**src/core/smsp_pkg.sv**
```systemverilog
package smsp_pkg;
    // Register addresses on the special function register port
    localparam logic [11:0] ADDR_STATUS = 12'h084;
    localparam logic [11:0] ADDR_CONTROL = 12'h085;
    localparam logic [11:0] ADDR_DATA = 12'h086;
    localparam logic [11:0] ADDR_PIN_SELECT = 12'h0a4;
    localparam logic [11:0] ADDR_OUTPUT_CTRL = 12'h0a44;
    // Values after reset
    localparam logic [7:0] CONTROL_RESET = 8'h04;
    localparam logic [7:0] DATA_RESET = 8'h00;
    // Control register fields
    localparam int CTL_SELECT_IGNORE = 7;
    localparam int CTL_PORT_ENABLE = 6;
    localparam int CTL_BIT_ORDER = 5;
    localparam int CTL_MASTER = 4;
    localparam int CTL_POLARITY = 3;
    localparam int CTL_PHASE = 2;
    localparam int CTL_RATE_ONE = 1;
    localparam int CTL_RATE_ZERO = 0;
    // Status register fields
    localparam int ST_DONE = 7;
    localparam int ST_COLLISION = 6;
    localparam int ST_HOLDING = 5;
    localparam int ST_BUSY = 4;
    localparam int ST_FAULT = 3;
    localparam int ST_RATE_TWO = 0;
    // Auxiliary register fields
    localparam int DAISY_BIT = 4;
    localparam int PIN_MAP_BIT = 4;
    // Transfer shape and overflow-driven half period
    localparam logic [3:0] LAST_HALF_EDGE = 4'hf;
    localparam logic [2:0] LAST_BIT = 3'h7;
    localparam logic [5:0] OVERFLOW_HALF = 6'h03;
    typedef struct packed {
        logic ss;
        logic mosi;
        logic miso;
        logic sck;
    } smsp_pins_type;
    typedef struct packed {
        logic [11:0] addr;
        logic [7:0] wdata;
        logic wr;
        logic rd;
    } smsp_sfr_req_type;
    typedef enum logic [1:0] {
        ENG_IDLE,
        ENG_MASTER,
        ENG_SLAVE
    } smsp_state_type;
endpackage : smsp_pkg

```
**src/core/smsp_port.sv**
```systemverilog
// Operation
// - Phase 0: sample leading, change trailing
// - Phase 1: change leading, sample trailing
// - Master rate codes divide system clock
// - Codes 110/111 use overflow rates over six
// - Transfer end sets done flag, write-one clears
// - Select low as master sets done flag
// - Write while holding full sets collision flag
// - Holding flag set on write, cleared on move
// - Busy while transferring or shift register full
// - Master collision sets mode fault, write-one clears
// - Data address: writes transmit, reads receive
// - Daisy bit makes slave echo received byte
// - Pin map bit selects default or alternate pins
// - Port disabled releases all pins
// - Bit order: zero msb first, one lsb
// - Polarity sets idle level and leading edge
// - Colliding write is discarded
`timescale 1ns/1ps
module smsp_port
    import smsp_pkg::*;
#(
    parameter int RX_DEPTH = 2
)
(
    // Clock and reset
    input wire logic mclk,
    input wire logic rst_n,
    // Register port
    input smsp_pkg::smsp_sfr_req_type sfr_req,
    output logic [7:0] sfr_rdata_q,
    // Overflow pulses from timer 0 and the UART baud generator
    input wire logic uart_baud_overflow,
    input wire logic timer_zero_overflow,
    // Port event level toward the interrupt controller
    output logic port_event_q,
    // Default pin set
    input smsp_pkg::smsp_pins_type pins_a_in,
    output smsp_pkg::smsp_pins_type pins_a_out_q,
    output smsp_pkg::smsp_pins_type pins_a_oe_q,
    // Alternate pin set
    input smsp_pkg::smsp_pins_type pins_b_in,
    output smsp_pkg::smsp_pins_type pins_b_out_q,
    output smsp_pkg::smsp_pins_type pins_b_oe_q
);
    import smsp_pkg::*;

    function automatic logic [5:0] rate_half(input logic [2:0] code);
        case (code)
            3'h0: rate_half = 6'h02;
            3'h1: rate_half = 6'h04;
            3'h2: rate_half = 6'h08;
            3'h3: rate_half = 6'h10;
            3'h4: rate_half = 6'h20;
            3'h5: rate_half = 6'h01;
            default: rate_half = OVERFLOW_HALF;
        endcase
    endfunction : rate_half

    function automatic logic front_bit(input logic [7:0] v, input logic lsb_first);
        front_bit = lsb_first ? v[0] : v[7];
    endfunction : front_bit

    logic [7:0] control_q;
    logic rate_two_q;
    logic daisy_q;
    logic pin_map_q;
    logic done_q, collision_q, fault_q;
    logic [7:0] hold_q;
    logic hold_full_q;
    logic [7:0] osr_q;
    logic osr_full_q;
    logic [7:0] sh_q, sh_d;
    logic dout_q;
    logic sck_q;
    logic [3:0] edge_q;
    logic [2:0] bit_q;
    logic [5:0] div_q;
    smsp_state_type state_q;
    smsp_pins_type sync1_q, sync2_q;
    logic sck_prev_q;
    logic [7:0] rx_mem [RX_DEPTH];
    logic [$clog2(RX_DEPTH)-1:0] rx_wr_q, rx_rd_q;
    logic [$clog2(RX_DEPTH):0] rx_count_q;

    logic enable, is_master, ignore_sel, lsb_first, polarity, phase;
    logic [2:0] rate_code;
    logic selected, fault;
    logic tick, half_tick, lead_ev, trail_ev, sample_ev, shift_ev, din;
    logic start_master, start_slave, xfer_done, slave_abort, move_hold;
    logic wr_status, wr_data, rd_data;
    logic rx_push, rx_ready, rx_pop;
    logic [7:0] rx_byte;
    smsp_pins_type pin_in, role_out, role_oe;

    assign enable = control_q[CTL_PORT_ENABLE];
    assign is_master = control_q[CTL_MASTER];
    assign ignore_sel = control_q[CTL_SELECT_IGNORE];
    assign lsb_first = control_q[CTL_BIT_ORDER];
    assign polarity = control_q[CTL_POLARITY];
    assign phase = control_q[CTL_PHASE];
    assign rate_code = {rate_two_q, control_q[CTL_RATE_ONE], control_q[CTL_RATE_ZERO]};

    assign wr_status = sfr_req.wr && sfr_req.addr == ADDR_STATUS;
    assign wr_data = sfr_req.wr && sfr_req.addr == ADDR_DATA;
    assign rd_data = sfr_req.rd && sfr_req.addr == ADDR_DATA;

    // Pin map mux ahead of the synchroniser
    assign pin_in = pin_map_q ? pins_b_in : pins_a_in;

    always_ff @(posedge mclk or negedge rst_n)
    begin
        if (!rst_n)
        begin
            sync1_q <= '1;
            sync2_q <= '1;
            sck_prev_q <= 1'b1;
        end
        else
        begin
            sync1_q <= pin_in;
            sync2_q <= sync1_q;
            sck_prev_q <= sync2_q.sck;
        end
    end

    assign selected = ignore_sel || !sync2_q.ss;
    assign fault = enable && is_master && !ignore_sel && !sync2_q.ss;

    // Serial clock divider for master mode
    assign tick = (rate_code[2:1] == 2'b11) ?
        (rate_code[0] ? timer_zero_overflow : uart_baud_overflow) : 1'b1;
    assign half_tick = state_q == ENG_MASTER && tick && div_q == rate_half(rate_code) - 6'h01;

    always_ff @(posedge mclk or negedge rst_n)
    begin
        if (!rst_n)
            div_q <= '0;
        else if (state_q != ENG_MASTER || half_tick)
            div_q <= '0;
        else if (tick)
            div_q <= div_q + 6'h01;
    end

    // Edge events: even half edges lead, odd ones trail
    always_comb
    begin
        lead_ev = 1'b0;
        trail_ev = 1'b0;
        if (state_q == ENG_MASTER)
        begin
            lead_ev = half_tick && !edge_q[0];
            trail_ev = half_tick && edge_q[0];
        end
        else if (state_q == ENG_SLAVE)
        begin
            lead_ev = sck_prev_q == polarity && sync2_q.sck != polarity;
            trail_ev = sck_prev_q != polarity && sync2_q.sck == polarity;
        end
    end

    assign sample_ev = phase ? trail_ev : lead_ev;
    assign shift_ev = phase ? lead_ev : trail_ev;
    assign din = (state_q == ENG_MASTER) ? sync2_q.miso : sync2_q.mosi;
    assign sh_d = lsb_first ? {din, sh_q[7:1]} : {sh_q[6:0], din};

    assign rx_ready = rx_count_q != RX_DEPTH[$clog2(RX_DEPTH):0];
    assign start_master = state_q == ENG_IDLE && enable && is_master && !fault && osr_full_q && rx_ready;
    assign start_slave = state_q == ENG_IDLE && enable && !is_master && selected;
    assign slave_abort = state_q == ENG_SLAVE && (!enable || !selected);
    assign xfer_done = (state_q == ENG_MASTER && half_tick && edge_q == LAST_HALF_EDGE) ||
        (state_q == ENG_SLAVE && sample_ev && bit_q == LAST_BIT);
    assign move_hold = hold_full_q && !osr_full_q;

    // Shift engine
    always_ff @(posedge mclk or negedge rst_n)
    begin
        if (!rst_n)
        begin
            state_q <= ENG_IDLE;
            sh_q <= DATA_RESET;
            osr_q <= DATA_RESET;
            osr_full_q <= 1'b0;
            dout_q <= 1'b0;
            sck_q <= 1'b0;
            edge_q <= '0;
            bit_q <= '0;
        end
        else
        begin
            if (move_hold)
            begin
                osr_q <= hold_q;
                osr_full_q <= 1'b1;
            end
            case (state_q)
                ENG_IDLE:
                begin
                    sck_q <= polarity;
                    edge_q <= '0;
                    bit_q <= '0;
                    if (start_master || start_slave)
                    begin
                        state_q <= start_master ? ENG_MASTER : ENG_SLAVE;
                        if (osr_full_q)
                        begin
                            sh_q <= osr_q;
                            osr_full_q <= 1'b0;
                            dout_q <= front_bit(osr_q, lsb_first);
                        end
                        else
                            dout_q <= front_bit(sh_q, lsb_first);
                    end
                end
                ENG_MASTER:
                begin
                    if (fault)
                        state_q <= ENG_IDLE;
                    else
                    begin
                        if (half_tick)
                        begin
                            sck_q <= ~sck_q;
                            edge_q <= edge_q + 4'h1;
                        end
                        if (sample_ev)
                            sh_q <= sh_d;
                        if (shift_ev)
                            dout_q <= front_bit(sh_q, lsb_first);
                        if (xfer_done)
                            state_q <= ENG_IDLE;
                    end
                end
                ENG_SLAVE:
                begin
                    if (slave_abort)
                        state_q <= ENG_IDLE;
                    else
                    begin
                        if (sample_ev)
                        begin
                            sh_q <= sh_d;
                            bit_q <= bit_q + 3'h1;
                        end
                        if (shift_ev)
                            dout_q <= front_bit(sh_q, lsb_first);
                        if (xfer_done)
                        begin
                            state_q <= ENG_IDLE;
                            if (daisy_q)
                            begin
                                osr_q <= sh_d;
                                osr_full_q <= 1'b1;
                            end
                        end
                    end
                end
                default: state_q <= ENG_IDLE;
            endcase
        end
    end

    // Transmit holding register
    always_ff @(posedge mclk or negedge rst_n)
    begin
        if (!rst_n)
        begin
            hold_q <= DATA_RESET;
            hold_full_q <= 1'b0;
        end
        else if (wr_data && !hold_full_q)
        begin
            hold_q <= sfr_req.wdata;
            hold_full_q <= 1'b1;
        end
        else if (move_hold)
            hold_full_q <= 1'b0;
    end

    // Sticky flags; a hardware set beats a same-cycle clear
    always_ff @(posedge mclk or negedge rst_n)
    begin
        if (!rst_n)
        begin
            done_q <= 1'b0;
            collision_q <= 1'b0;
            fault_q <= 1'b0;
        end
        else
        begin
            if (xfer_done || fault)
                done_q <= 1'b1;
            else if (wr_status && sfr_req.wdata[ST_DONE])
                done_q <= 1'b0;
            if (wr_data && hold_full_q)
                collision_q <= 1'b1;
            else if (wr_status && sfr_req.wdata[ST_COLLISION])
                collision_q <= 1'b0;
            if (fault)
                fault_q <= 1'b1;
            else if (wr_status && sfr_req.wdata[ST_FAULT])
                fault_q <= 1'b0;
        end
    end

    // Configuration registers
    always_ff @(posedge mclk or negedge rst_n)
    begin
        if (!rst_n)
        begin
            control_q <= CONTROL_RESET;
            rate_two_q <= 1'b0;
            daisy_q <= 1'b0;
            pin_map_q <= 1'b0;
        end
        else
        begin
            if (fault)
                control_q[CTL_MASTER] <= 1'b0;
            else if (sfr_req.wr && sfr_req.addr == ADDR_CONTROL)
                control_q <= sfr_req.wdata;
            if (wr_status)
                rate_two_q <= sfr_req.wdata[ST_RATE_TWO];
            if (sfr_req.wr && sfr_req.addr == ADDR_OUTPUT_CTRL)
                daisy_q <= sfr_req.wdata[DAISY_BIT];
            if (sfr_req.wr && sfr_req.addr == ADDR_PIN_SELECT)
                pin_map_q <= sfr_req.wdata[PIN_MAP_BIT];
        end
    end

    // Two-entry receive buffer; full stalls the master's next start
    assign rx_push = xfer_done && rx_ready;
    // Master phase 0 ends on a trailing edge, after the last sample is already in
    assign rx_byte = sample_ev ? sh_d : sh_q;
    assign rx_pop = rd_data && rx_count_q != '0;

    always_ff @(posedge mclk or negedge rst_n)
    begin
        if (!rst_n)
        begin
            rx_wr_q <= '0;
            rx_rd_q <= '0;
            rx_count_q <= '0;
        end
        else
        begin
            if (rx_push)
                rx_wr_q <= rx_wr_q + 1'b1;
            if (rx_pop)
                rx_rd_q <= rx_rd_q + 1'b1;
            if (rx_push && !rx_pop)
                rx_count_q <= rx_count_q + 1'b1;
            else if (rx_pop && !rx_push)
                rx_count_q <= rx_count_q - 1'b1;
        end
    end

    always_ff @(posedge mclk)
    begin
        if (rx_push)
            rx_mem[rx_wr_q] <= rx_byte;
    end

    // Register read data
    always_ff @(posedge mclk or negedge rst_n)
    begin
        if (!rst_n)
            sfr_rdata_q <= 8'h00;
        else if (sfr_req.rd)
        begin
            case (sfr_req.addr)
                ADDR_STATUS: sfr_rdata_q <= {done_q, collision_q, hold_full_q,
                    state_q != ENG_IDLE || osr_full_q, fault_q, 2'b00, rate_two_q};
                ADDR_CONTROL: sfr_rdata_q <= control_q;
                ADDR_DATA: sfr_rdata_q <= rx_count_q != '0 ? rx_mem[rx_rd_q] : 8'h00;
                ADDR_PIN_SELECT: sfr_rdata_q <= 8'(pin_map_q) << PIN_MAP_BIT;
                ADDR_OUTPUT_CTRL: sfr_rdata_q <= 8'(daisy_q) << DAISY_BIT;
                default: sfr_rdata_q <= 8'h00;
            endcase
        end
    end

    // Pin roles: master drives clock and data out, slave drives data in
    always_comb
    begin
        role_out = '0;
        role_oe = '0;
        role_out.sck = (state_q == ENG_IDLE) ? polarity : sck_q;
        role_out.mosi = dout_q;
        role_out.miso = dout_q;
        if (enable)
        begin
            if (is_master)
            begin
                role_oe.sck = 1'b1;
                role_oe.mosi = 1'b1;
            end
            else
                role_oe.miso = selected;
        end
    end

    always_ff @(posedge mclk or negedge rst_n)
    begin
        if (!rst_n)
        begin
            pins_a_out_q <= '0;
            pins_a_oe_q <= '0;
            pins_b_out_q <= '0;
            pins_b_oe_q <= '0;
            port_event_q <= 1'b0;
        end
        else
        begin
            pins_a_out_q <= role_out;
            pins_b_out_q <= role_out;
            pins_a_oe_q <= pin_map_q ? '0 : role_oe;
            pins_b_oe_q <= pin_map_q ? role_oe : '0;
            port_event_q <= done_q || fault_q;
        end
    end
endmodule : smsp_port

```
**config.mk**
```make
export PLATFORM = sky130hd
export DESIGN_NAME = smsp_port
export DESIGN_NICKNAME = d
export VERILOG_FILES = /design/src/core/smsp_pkg.sv /design/src/core/smsp_port.sv
export SDC_FILE = /design/constraint.sdc
export NUM_CORES = 1
export LEC_CHECK = 0
export BUFFER_PORTS_ARGS = -buffer_cell sky130_fd_sc_hd__buf_2
export CELL_PAD_IN_SITES_DETAIL_PLACEMENT = 0
export CELL_PAD_IN_SITES_GLOBAL_PLACEMENT = 2
export CORE_MARGIN = 5
export CORE_UTILIZATION = 39
export DETAILED_ROUTE_END_ITERATION = 16
export PLACE_DENSITY = 0.86
export SLEW_MARGIN = 10
export SYNTH_ARGS = -nofsm -noshare
export SYNTH_HDL_FRONTEND = slang
export SYNTH_SLANG_ARGS = --single-unit
```
**constraint.sdc**
```tcl
create_clock -name mclk -period 4.35 [get_ports mclk]
set_input_delay 0.6525 -clock mclk [delete_from_list [all_inputs] [get_ports mclk]]
set_output_delay 0.6525 -clock mclk [all_outputs]
set_load 0.02 [all_outputs]
```
Yosys cells after proc, flatten, opt, wreduce, memory -nomap -nowiden:

Memories as Yosys holds them, arrays and structs flattened.
Index checks and enable logic that the tools add are counted.

* $add $sub $neg: 8
* multipliers: 0
* div/mod/pow operators: 0
* magnitude comparators: 0
* eq/ne operators: 28
* shift-type cells: 0
* mux-type cells: 77
* bitwise operators: 2
* reduce and logical (&&, ||, !) cells: 75

Operator list (number)
* two-way mux 8 bit: 12
* equality test 12 x 8 -> 1 bit (second input constant): 4
* one-hot mux 8 bit (5 select lines): 1
* two-way mux 1 bit: 38
* logical AND 1 bit: 37
* one-hot mux 6 bit (6 select lines): 1
* one-hot mux 8 bit (3 select lines): 1
* nonzero test 2 bit: 11
* two-way mux 3 bit: 5
* two-way mux 2 bit: 7
* != test 2 bit (second input constant): 7
* equality test 12 bit (second input constant): 1
* two-way mux 4 bit: 3
* two-way mux 6 bit: 2
* logical NOT 1 bit: 11
* equality test 3 bit (second input constant): 3
* logical OR 1 bit: 8
* one-hot mux 4 bit (2 select lines): 1
* adder 6 x 1 -> 6 bit (second input constant): 1
* equality test 3 x 2 -> 1 bit (second input constant): 2
* equality test 6 bit: 1
* one-hot mux 2 bit (3 select lines): 1
* one-hot mux 3 bit (2 select lines): 1
* AND reduction 3 bit: 2
* 23 further kinds: 29

* bits in registers: 87
* bits in latches: 0
* bits in writable memories: 16
* memory bits (read-only): 0
* bits of input ports: 34
* output and inout port bits: 25
* logic and storage cells: 232
* memories kept: 1

Memories
* rx_mem: depth 2, bits a word 8, rd ports 1, clocked after Yosys merged registers in 0, write ports 1, line smsp_port.sv:82 `logic [7:0] rx_mem [RX_DEPTH];`

Longest topological paths before layout:

Gate-level depths: netlist of run 1.

* word-level depth: 16
* depth in mapped cells: 14

Worst setup path before layout of run 1:

Ideal clock, no wire load.

* path kind: reg2reg
* start: register rate_two_q
* end: memory rx_mem[0][0] (enable)
* library setup time: 0.383 ns
* arrival: 3.020 ns
* path slack: 0.946 ns
* cell stages (with the launch flop): 12
* buffers on the path: 1
* path through: dfrtp_1 > buf_4 > nor3_1 > a21oi_1 > ha_1 > xor2_1 > a2111oi_4 > o2111ai_1 > o31ai_4 > o221ai_2 > and2_1 > nor3_1

* word-level cells in the longest chain between the ends: 14
* elaborated cells between the ends (all ways): 26

RTL lines
* from (decl): line smsp_port.sv:65 `logic rate_two_q;`
* from (signal assigned): line smsp_port.sv:323 `rate_two_q <= sfr_req.wdata[ST_RATE_TWO];`
* equality test 3 bit (tied with other cells): line smsp_port.sv:49 `case (code)`
* one-hot mux 6 bit (6 select lines): line smsp_port.sv:49
* subtractor 6 x 1 -> 6 bit: line smsp_port.sv:133 `assign half_tick = state_q == ENG_MASTER && tick && div_q == rate_half(rate_code) - 6'h01;`
* equality test 6 bit: line smsp_port.sv:133
* logical AND 1 bit (*): line smsp_port.sv:133
* logical AND 1 bit, on equally long branches: line smsp_port.sv:152, smsp_port.sv:153
* two-way mux 1 bit: line smsp_port.sv:150 `if (state_q == ENG_MASTER)`
* two-way mux 1 bit: line smsp_port.sv:162 `assign sample_ev = phase ? trail_ev : lead_ev;`
* logical AND 1 bit (2 in series): line smsp_port.sv:172 `(state_q == ENG_SLAVE && sample_ev && bit_q == LAST_BIT);`
* logical OR 1 bit (*): line smsp_port.sv:171 `assign xfer_done = (state_q == ENG_MASTER && half_tick && edge_q == LAST_HALF_EDGE) ||`
* logical AND 1 bit (*): line smsp_port.sv:332 `assign rx_push = xfer_done && rx_ready;`
* two-way mux 1 bit (*): line smsp_port.sv:360 `if (rx_push)`
* two-way mux 1 bit (implied by the code) (*): line smsp_port.sv:361 `rx_mem[rx_wr_q] <= rx_byte;`
* to (decl): line smsp_port.sv:82

Mark *: on every way between the ends. The rest lies on a longest branch, timed or not.

Final worst setup path of run 1:

* start: register control_q[0]
* end: memory rx_mem[1][5] (enable)

* word-level cells in the longest chain between the ends: 14
* elaborated cells between the ends (all ways): 26

RTL lines
* from (decl): line smsp_port.sv:64 `logic [7:0] control_q;`
* from (signal assigned): line smsp_port.sv:321 `control_q <= sfr_req.wdata;`
* equality test 3 bit (tied with other cells): line smsp_port.sv:49
* one-hot mux 6 bit (6 select lines): line smsp_port.sv:49
* subtractor 6 x 1 -> 6 bit: line smsp_port.sv:133
* equality test 6 bit: line smsp_port.sv:133
* logical AND 1 bit (*): line smsp_port.sv:133
* logical AND 1 bit, on equally long branches: line smsp_port.sv:152, smsp_port.sv:153
* two-way mux 1 bit: line smsp_port.sv:150
* two-way mux 1 bit: line smsp_port.sv:162
* logical AND 1 bit (2 in series): line smsp_port.sv:172
* logical OR 1 bit (*): line smsp_port.sv:171
* logical AND 1 bit (*): line smsp_port.sv:332
* named net rx_push: line smsp_port.sv:92 `logic rx_push, rx_ready, rx_pop;`
* two-way mux 1 bit (*): line smsp_port.sv:360
* two-way mux 1 bit (implied by the code) (*): line smsp_port.sv:361

The timed path passes the listed nets; every way through them passes the cells marked *.

==> run_results.csv, run 1 <==
group,metric,value,unit
floorplan,die_y,128,um
setup_path,crit_type,"reg -> reg",
hold_path,hold_path.class,"in -> async",
setup_path,crit_path_max_fanout,12,
place,gp_congestion,0.786,
flow_run,cap_violations,0,
power_and_ir_drop,power_frac_clock,41.7,%
yosys,synth-seq-cells,101,
setup_path,cp_slowest_stage_delay,0.54,ns
route,first_pass_iters,5,
finish,area_growth,12.2,%
yosys,ys_seq_area_share,47.9,%
grt,grt.total_usage,16.2,%
place,port-buffer-count,54,
timing,maxSlewViolCount,0,
power_and_ir_drop,swShare,24.5,%
finish,postLayoutCoreUtil,44.4,%
setup_path,cpMostUsedCell,"a21oi_1",
clock_network,clock_latency,0.35,ns
grt,grt_max_degree,54,
timing,fin_setup_tns,0,ns
grt,busiest_layer,"met2",
yosys,synthCells,488,
timing,skew,0.00734,ns
setup_path,cp.arrival,3.47,ns
yosys,synth_area,0.00547,mm2
timing,tightest_slew,0.874,ns
yosys,synth_edf_count,16,
finish,nets,569,
clock_network,ctsRootBufferMaster,"clkbuf_16",
power_and_ir_drop,ir_drop,0.168,mV
clock_network,post_cts_buffers,0,
setup_path,worst_path_max_delay_cell,"dfrtp_1",
setup_path,reg2reg_slack,0.89,ns
route,drc,0,
setup_path,endpoint_kind,"flip-flop",
grt,antenna_found_initial,0,
yosys,synthFlopType,"dfrtp_1",
finish,antennaDiodeCount,0,
place,dpl-instance-area,0.00581,mm2
yosys,ys_types,72,
timing,period_share,79.5,%
floorplan,initial_utilization,39.5,%
clock_network,path_clk_slew,0.07,ns
yosys,async_flop_share,84.2,%
clock_network,cts.path.max_buffers,2,
setup_path,reg2reg_to,"rx_mem[1][5]$_DFFE_PP_",
setup_path,ff2ff_path_depth,10,
grt,grt_util_met2,25.0,%
clock_network,ctsHoldBuffers,0,
floorplan,die_area,0.0165,mm2
route,vias,3892,
route,routed_wl,13000,um
status,status,"finished clean",
floorplan,die_x,128,um
clock_network,htree_levels,3,
grt,grt_use_met3,3.07,%
finish,drive_gt1_share,26.0,%
route,routedWlPerCell,18.3,um
power_and_ir_drop,powerDensity,341,mW/mm2
timing,hold_viol,0,
setup_path,cp_cell_sequence,"nor3_1, a21oi_1, ha_1, xor2_1, a2111oi_4, o211a_1, and3_1, nand4_1, a21oi_1, and2_1",
power_and_ir_drop,power.total,0.00209,W
setup_path,crit_path_start,"control_q[0]$_DFFE_PN0P_",
power_and_ir_drop,power.leakage,2.53,nW
grt,overflow,0,
power_and_ir_drop,seqPwrFrac,49.0,%
yosys,syn_avg_cell_area,11.2,um2
route,ant_nets,0,
floorplan,num_rows,43,
timing,max_freq,0.289,GHz
timing,holdWs,0.337,ns
timing,rsz0062_at_grt,"no",
power_and_ir_drop,power.net_switching,0.000512,W
grt,first_global_vias,3849,
timing,slew_headroom,41.7,%
clock_network,cts_resized,0,
setup_path,critPathLaunchType,"flip-flop",
setup_path,worstPathRequired,4.36,ns
setup_path,reg2reg_from,"control_q[0]$_DFFE_PN0P_",
floorplan,top_level_ports,59,
power_and_ir_drop,power_frac_comb,9.3,%
setup_path,crit_end,"rx_mem[1][5]$_DFFE_PP_",
finish,final_area,0.00614,mm2
route,vias_per_cell,5.48,
timing,final-setup-viol-count,0,
clock_network,cts_tree,"done",
route,drt_iter0_markers,389,
yosys,ys_warn_count,0,
floorplan,coreArea,0.0138,mm2
timing,min_period,3.46,ns
clock_network,cts.sinks,101,
place,dp_hpwl,9520,um
clock_network,cts_made_buffers,9,
power_and_ir_drop,power.internal,0.00158,W
grt,use_met1,22.6,%
grt,grt_pass1_wl,20900,um
[state kept, by name (all words and copies together), names as in the netlist, 3 cells and up]
name / flops
div_q: 6
sh_q: 8
edge_q: 4
sync2_q: 4
bit_q: 3
osr_q: 8
sfr_rdata_q: 8
rx_mem: 16
hold_q: 8
control_q: 8
sync1_q: 4
[worst min path at each step]
stage,end,depth (start not counted),slack (ns),startpoint
floorplan,sync2_q[0]$_DFF_PN1_,0,0.35,sync1_q[0]$_DFF_PN1_
global placement,sync2_q[1]$_DFF_PN1_,0,0.35,sync1_q[1]$_DFF_PN1_
detailed placement,sync2_q[0]$_DFF_PN1_,0,0.35,sync1_q[0]$_DFF_PN1_
CTS,div_q[4]$_DFFE_PN0P_,1,0.36,rst_n
global route,sync2_q[2]$_DFF_PN1_,0,0.36,sync1_q[2]$_DFF_PN1_
finish,div_q[2]$_DFFE_PN0P_,1,0.34,rst_n
[final cells by class]
cell class	count	area (um2)
clock buffers	9	225
clock inverters	7	98.8
fillers	1305	7690
inverters	19	71.3
multi-input cells	336	2590
flip-flops and latches	101	2620
well taps	180	225
repair buffers	58	303
[critical path, delay by kind of cell, from the launching register on]
kind                       cells  cell delay [ns]
DFF                            1             0.54
and+or+nand+nor                4             1.12
adders and majority gates      1             0.25
xor gates and xnor gates       1             0.22
AOI/OAI and AO/OA              4             0.99
[power groups by stage]
stage	logic (W)	registers [W]	clock network, W
after floorplan	0.000133	0.00104	0
after CTS	0.000196	0.00103	0.000897
after global routing	0.000214	0.00103	0.000934
after detailed placement	0.000195	0.00104	0
after global placement	0.000191	0.00104	0
final	0.000194	0.00103	0.000874
[cells in the final DEF, fill, tap and decap left out, types with 9 or more instances in the layout]
cell type  instances
dfstp_2           10
nor2b_1           13
nor2_1            26
nand2_1           25
a21oi_1           15
clkbuf_16          9
xnor2_1           10
dfrtp_1           75
o21ai_0           20
buf_2             53
edfxtp_1          16
mux2_2            38
inv_1             18
nand3_1           19
ha_1              10
mux2i_1           30
nand3b_1          10
[Yosys cell counts (all sizes together), types with 13 or more instances]
library cell,instances,share of area (%)
o21ai,20,1.8
mux2,40,8.4
buf,25,2.9
edfxtp,16,8.8
a21oi,17,2.0
nor2b,13,1.5
nand3,19,1.7
dfrtp,75,34
mux2i,30,5.5
nand2,25,1.7
inv,19,1.3
nor2,28,2.1
[logic make-up (layout without fill, tap and decap cells)]
group           Yosys count  count (layout)  synth area share [%]
buf+inv                  54              93                  4.87
compound gates           83              83                  11.5
xor+xnor                 17              17                  2.72
fa+ha+maj                10              10                  2.29
simple gates            151             151                  16.4
mux                      71              71                  14.3
flops                   101             101                  47.9
other cells               1               4                0.0686
[routing by layer]
metal / share of wire (%) / wire (um) / vias to the layer above
li1: - / - / 1845
met1: 47 / 6140 / 1932
met2: 46 / 5950 / 95
met3: 5.2 / 671 / 20
met4: 2.0 / 262 / 0
met5: 0 / 0 / -
[metrics by stage]
step                      cells  worst slack (ns)
final                       710             0.891
after global routing        710             0.597
after CTS                   710             0.852
after detailed placement    694             0.872
after global placement      694             0.989
after floorplan             491             0.946
Note: power is estimated with default switching activity, not from simulation.
==> inputs of run 2 (changes only) <==
clock period = 3.5 ns   (was 4.35 ns; I/O delays follow)
==> run_results.csv, run 2 (same netlist as run 1, synthesis figures left out) <==
group,metric,value,unit
timing,hold_viol,0,
timing,holdWs,0.179,ns
setup_path,critPathLaunchType,"flip-flop",
setup_path,endpoint_kind,"flip-flop",
power_and_ir_drop,power.total,0.00256,W
clock_network,post_cts_buffers,0,
finish,drive_gt1_share,27.3,%
clock_network,htree_levels,3,
grt,grt.total_usage,16.3,%
status,status,"finished clean",
grt,grt_max_degree,45,
finish,regMostFlops,"rx_mem",
setup_path,worstPathRequired,3.57,ns
power_and_ir_drop,power.internal,0.00191,W
floorplan,die_x,128,um
power_and_ir_drop,power.net_switching,0.000649,W
power_and_ir_drop,seqPwrFrac,50.0,%
power_and_ir_drop,power.leakage,2.57,nW
flow_run,cap_violations,0,
finish,antennaDiodeCount,0,
route,ant_nets,0,
timing,fin_setup_tns,0,ns
timing,maxSlewViolCount,0,
place,dp_hpwl,9560,um
clock_network,ctsRootBufferMaster,"clkbuf_16",
clock_network,clock_latency,0.35,ns
route,vias_per_cell,5.38,
setup_path,reg2reg_from,"control_q[0]$_DFFE_PN0P_",
timing,rsz0062_at_grt,"no",
grt,first_global_vias,3894,
timing,period_share,94.3,%
power_and_ir_drop,power_frac_clock,40.4,%
clock_network,cts_made_buffers,9,
route,vias,3861,
place,place_ws,0.145,ns
setup_path,crit_type,"reg -> reg",
finish,area_growth,13.6,%
route,routed_wl,12800,um
place,gp_congestion,0.819,
clock_network,cts.path.max_buffers,2,
route,drc,0,
setup_path,cp.arrival,3.37,ns
hold_path,hold_path.class,"in -> async",
clock_network,path_clk_slew,0.07,ns
floorplan,top_level_ports,59,
floorplan,initial_utilization,39.5,%
floorplan,coreArea,0.0138,mm2
clock_network,cts_tree,"done",
place,port-buffer-count,54,
route,first_pass_iters,6,
grt,grt_pass1_wl,20800,um
timing,slew_headroom,57.8,%
power_and_ir_drop,powerDensity,412,mW/mm2
timing,skew,0.00590,ns
floorplan,num_rows,43,
power_and_ir_drop,power_frac_comb,9.6,%
power_and_ir_drop,swShare,25.4,%
setup_path,crit_path_max_fanout,8,
route,routedWlPerCell,17.8,um
grt,antenna_found_initial,0,
route,drt_iter0_markers,313,
timing,final-setup-viol-count,0,
timing,max_freq,0.303,GHz
grt,overflow,0,
floorplan,die_area,0.0165,mm2
power_and_ir_drop,ir_drop,0.235,mV
finish,final_common_cell,"dfrtp_1",
setup_path,crit_path_start,"control_q[0]$_DFFE_PN0P_",
timing,min_period,3.30,ns
finish,mostFrequentLayoutCells,"dfrtp_1 (75), buf_2 (53), mux2_2 (38)",
clock_network,cts.sinks,101,
floorplan,die_y,128,um
finish,largest_reg_flops,16,
timing,tightest_slew,0.627,ns
timing,fin_ws,0.198,ns
finish,nets,577,
clock_network,ctsHoldBuffers,0,
[run 2: through the flow]
step / util [%] / area [um2] / instances
6_report: 44.9 / 6210 / 718
3_5_place_dp: 42.6 / 5880 / 702
5_1_grt: 44.9 / 6210 / 718
2_1_floorplan: - / 5480 / 491
3_3_place_gp: 42.6 / 5880 / 702
4_1_cts: 44.8 / 6190 / 718
[run 2: path summary, 6_finish.rpt]
check	end	slack [ns]	cells past startpoint
worst max-delay path	rx_mem[0][0]$_DFFE_PP_	0.20	11
worst min-delay path	div_q[3]$_DFFE_PN0P_	0.18	1
worst max register to register	rx_mem[0][0]$_DFFE_PP_	0.20	11
worst min register to register	sync2_q[0]$_DFF_PN1_	0.36	0
max in group asynchronous	sck_prev_q$_DFF_PN1_	2.49	2
min in group mclk	sync2_q[0]$_DFF_PN1_	0.36	0
[run 2: worst max-delay path: stages, from the launching register on]
cell,delay (ns)
dfrtp_1,0.48
nor3_1,0.26
a21oi_1,0.07
ha_1,0.24
xor2_2,0.21
a2111oi_4,0.34
o211a_1,0.23
and3_1,0.23
nand4_1,0.26
and2_1,0.31
nor3_1,0.19
buf_4,0.19
[run 2: power by group through the flow]
stage	Clock [W]	Sequential [W]	Combinational [W]
after CTS	0.00106	0.00128	0.000247
after floorplan	0	0.00129	0.000166
after global routing	0.00111	0.00128	0.000273
after global placement	0	0.00130	0.000243
final	0.00103	0.00128	0.000246
after detailed placement	0	0.00130	0.000246
[run 2: layer usage]
layer  up-vias  track usage, %  wire length [um]
met4         0            6.12               214
met1      1906            22.1              5820
li1       1855               -                 -
met5         -               0                 0
met2        85            26.2              6080
met3        15            2.86               673
[run 2: final cells by class]
| type | count | area, um2 |
|---|---|---|
| Tap cell | 180 | 225 |
| Inverter | 19 | 71.3 |
| Sequential cell | 101 | 2620 |
| Fill cell | 1302 | 7620 |
| Timing Repair Buffer | 66 | 375 |
| Clock buffer | 10 | 229 |
| Clock inverter | 6 | 77.6 |
| Multi-Input combinational cell | 336 | 2610 |
[run 2: timing repair]
item | CTS | global route
hold endpoints to repair | 0 | 0
gates resized for setup | 0 | 3
setup endpoints to repair | 0 | 10
==> inputs of run 3 (changes only) <==
BUFFER_PORTS_ARGS = not set   (was -buffer_cell sky130_fd_sc_hd__buf_2)
CORE_UTILIZATION = 42   (was 39)
DONT_BUFFER_PORTS = 1   (was not set)
PLACE_DENSITY = 0.85   (was 0.86)
==> run_results.csv, run 3 (same netlist as run 1, synthesis figures left out) <==
group,metric,value,unit
grt,first_global_vias,3744,
finish,antennaDiodeCount,0,
route,first_pass_iters,5,
timing,rsz0062_at_grt,"no",
grt,overflow,0,
finish,drive_gt1_share,19.3,%
clock_network,ctsRootBufferMaster,"clkbuf_16",
finish,area_growth,8.01,%
timing,maxSlewViolCount,0,
power_and_ir_drop,power.leakage,2.32,nW
clock_network,post_cts_buffers,0,
hold_path,hold_path.class,"in -> async",
timing,period_share,93.3,%
place,gp_congestion,0.850,
power_and_ir_drop,powerDensity,415,mW/mm2
timing,slew_headroom,42.3,%
route,drc,0,
clock_network,cts.sinks,101,
setup_path,reg2reg_from,"control_q[0]$_DFFE_PN0P_",
floorplan,die_x,124,um
setup_path,critPathLaunchType,"flip-flop",
finish,multi_input_area,0.00260,mm2
place,port-buffer-count,0,
floorplan,coreArea,0.0127,mm2
power_and_ir_drop,ir_drop,0.224,mV
finish,seqCellArea,0.00262,mm2
grt,grt_pass1_wl,20200,um
place,dpl-instance-area,0.00557,mm2
finish,fill_cells,1196,
timing,tightest_slew,0.866,ns
floorplan,die_area,0.0154,mm2
floorplan,initial_utilization,43.2,%
finish,largest_reg_flops,16,
setup_path,crit_type,"reg -> reg",
flow_run,cap_violations,0,
setup_path,crit_path_max_fanout,8,
clock_network,cts_tree,"done",
timing,fin_setup_tns,0,ns
clock_network,clock_latency,0.35,ns
finish,nets,522,
setup_path,ff2ff_path_depth,12,
route,vias,3720,
route,routed_wl,12600,um
clock_network,path_clk_slew,0.08,ns
status,status,"finished clean",
clock_network,cts.path.max_buffers,2,
timing,min_period,3.26,ns
grt,grt_max_degree,76,
floorplan,num_rows,41,
route,ant_nets,0,
route,vias_per_cell,5.68,
timing,final-setup-viol-count,0,
floorplan,die_y,124,um
finish,regMostFlops,"rx_mem",
clock_network,htree_levels,3,
setup_path,cp.arrival,3.54,ns
grt,antenna_found_initial,0,
timing,hold_viol,0,
route,drt_iter0_markers,273,
place,dp_hpwl,9190,um
setup_path,worstPathRequired,3.78,ns
finish,final_common_cell,"dfrtp_1",
timing,skew,0.0106,ns
finish,mostFrequentLayoutCells,"dfrtp_1 (75), mux2_2 (38), mux2i_1 (30)",
grt,grt.total_usage,17.5,%
timing,max_freq,0.306,GHz
floorplan,top_level_ports,59,
finish,final_area,0.00591,mm2
clock_network,cts_made_buffers,9,
timing,fin_ws,0.235,ns
place,place_ws,0.159,ns
route,routedWlPerCell,19.3,um
setup_path,endpoint_kind,"flip-flop",
setup_path,crit_path_start,"control_q[0]$_DFFE_PN0P_",
-- run 3: routing by layer --
metal / global-route usage [%] / up-vias / routed length, um
li1: - / 1754 / -
met1: 24.5 / 1855 / 5910
met2: 26.4 / 94 / 5620
met3: 3.95 / 17 / 855
met4: 6.71 / 0 / 258
met5: 0 / - / 0
-- run 3: final timing paths --
check	slack [ns]	to
max reg2reg	0.24	rx_count_q[1]$_DFFE_PN0P_
max in group asynchronous	2.57	sync2_q[3]$_DFF_PN1_
min reg2reg	0.36	sync2_q[0]$_DFF_PN1_
min in group mclk	0.27	sfr_rdata_q[5]$_DFFE_PN0P_
min	0.08	edge_q[2]$_DFFE_PN0P_
max	0.24	rx_count_q[1]$_DFFE_PN0P_
-- run 3: cell type report --
type / count / area share, %
inverter: 19 / 1.21
clock inverter: 7 / 1.12
tap: 172 / 3.64
timing repair buffer: 11 / 1.78
multi-input combinational: 336 / 44.1
sequential: 101 / 44.4
clock buffer: 9 / 3.81
-- run 3: worst max-delay path: stages, from the launching register on --
cell and delay, ns:
dfrtp_1 0.48, nor3_1 0.22, a21oi_1 0.07, ha_1 0.24, xor2_2 0.22, a2111oi_4 0.35, o2111ai_1 0.22, o31ai_4 0.28
o221ai_2 0.19, a21oi_1 0.32, ha_1 0.32, nor2_1 0.14, xor2_1 0.16
-- run 3: through the flow --
| stage | power, W | std cells | hold slack [ns] | util (%) |
|---|---|---|---|---|
| after floorplan | 0.00146 | 491 | 0.229 | - |
| after global placement | 0.00148 | 637 | 0.235 | 43.9 |
| after detailed placement | 0.00148 | 637 | 0.234 | 43.9 |
| after CTS | 0.00248 | 654 | 0.000538 | 46.5 |
| after global routing | 0.00256 | 655 | 0.0998 | 46.6 |
| final | 0.00245 | 655 | 0.0782 | 46.6 |
-- run 3: power breakdown --
part           leakage (nW)  internal [W]  switching [W]
sequential             1.17       0.00124      0.0000580
clock                 0.138      0.000499       0.000471
combinational          1.01     0.0000802       0.000107
-- run 3: timing repair --
action                                  4_1_cts  5_1_grt
endpoints found under the setup margin        0       23
gates resized for setup                       0        3
endpoints found under the hold margin        75       10
hold buffers                                  1        1
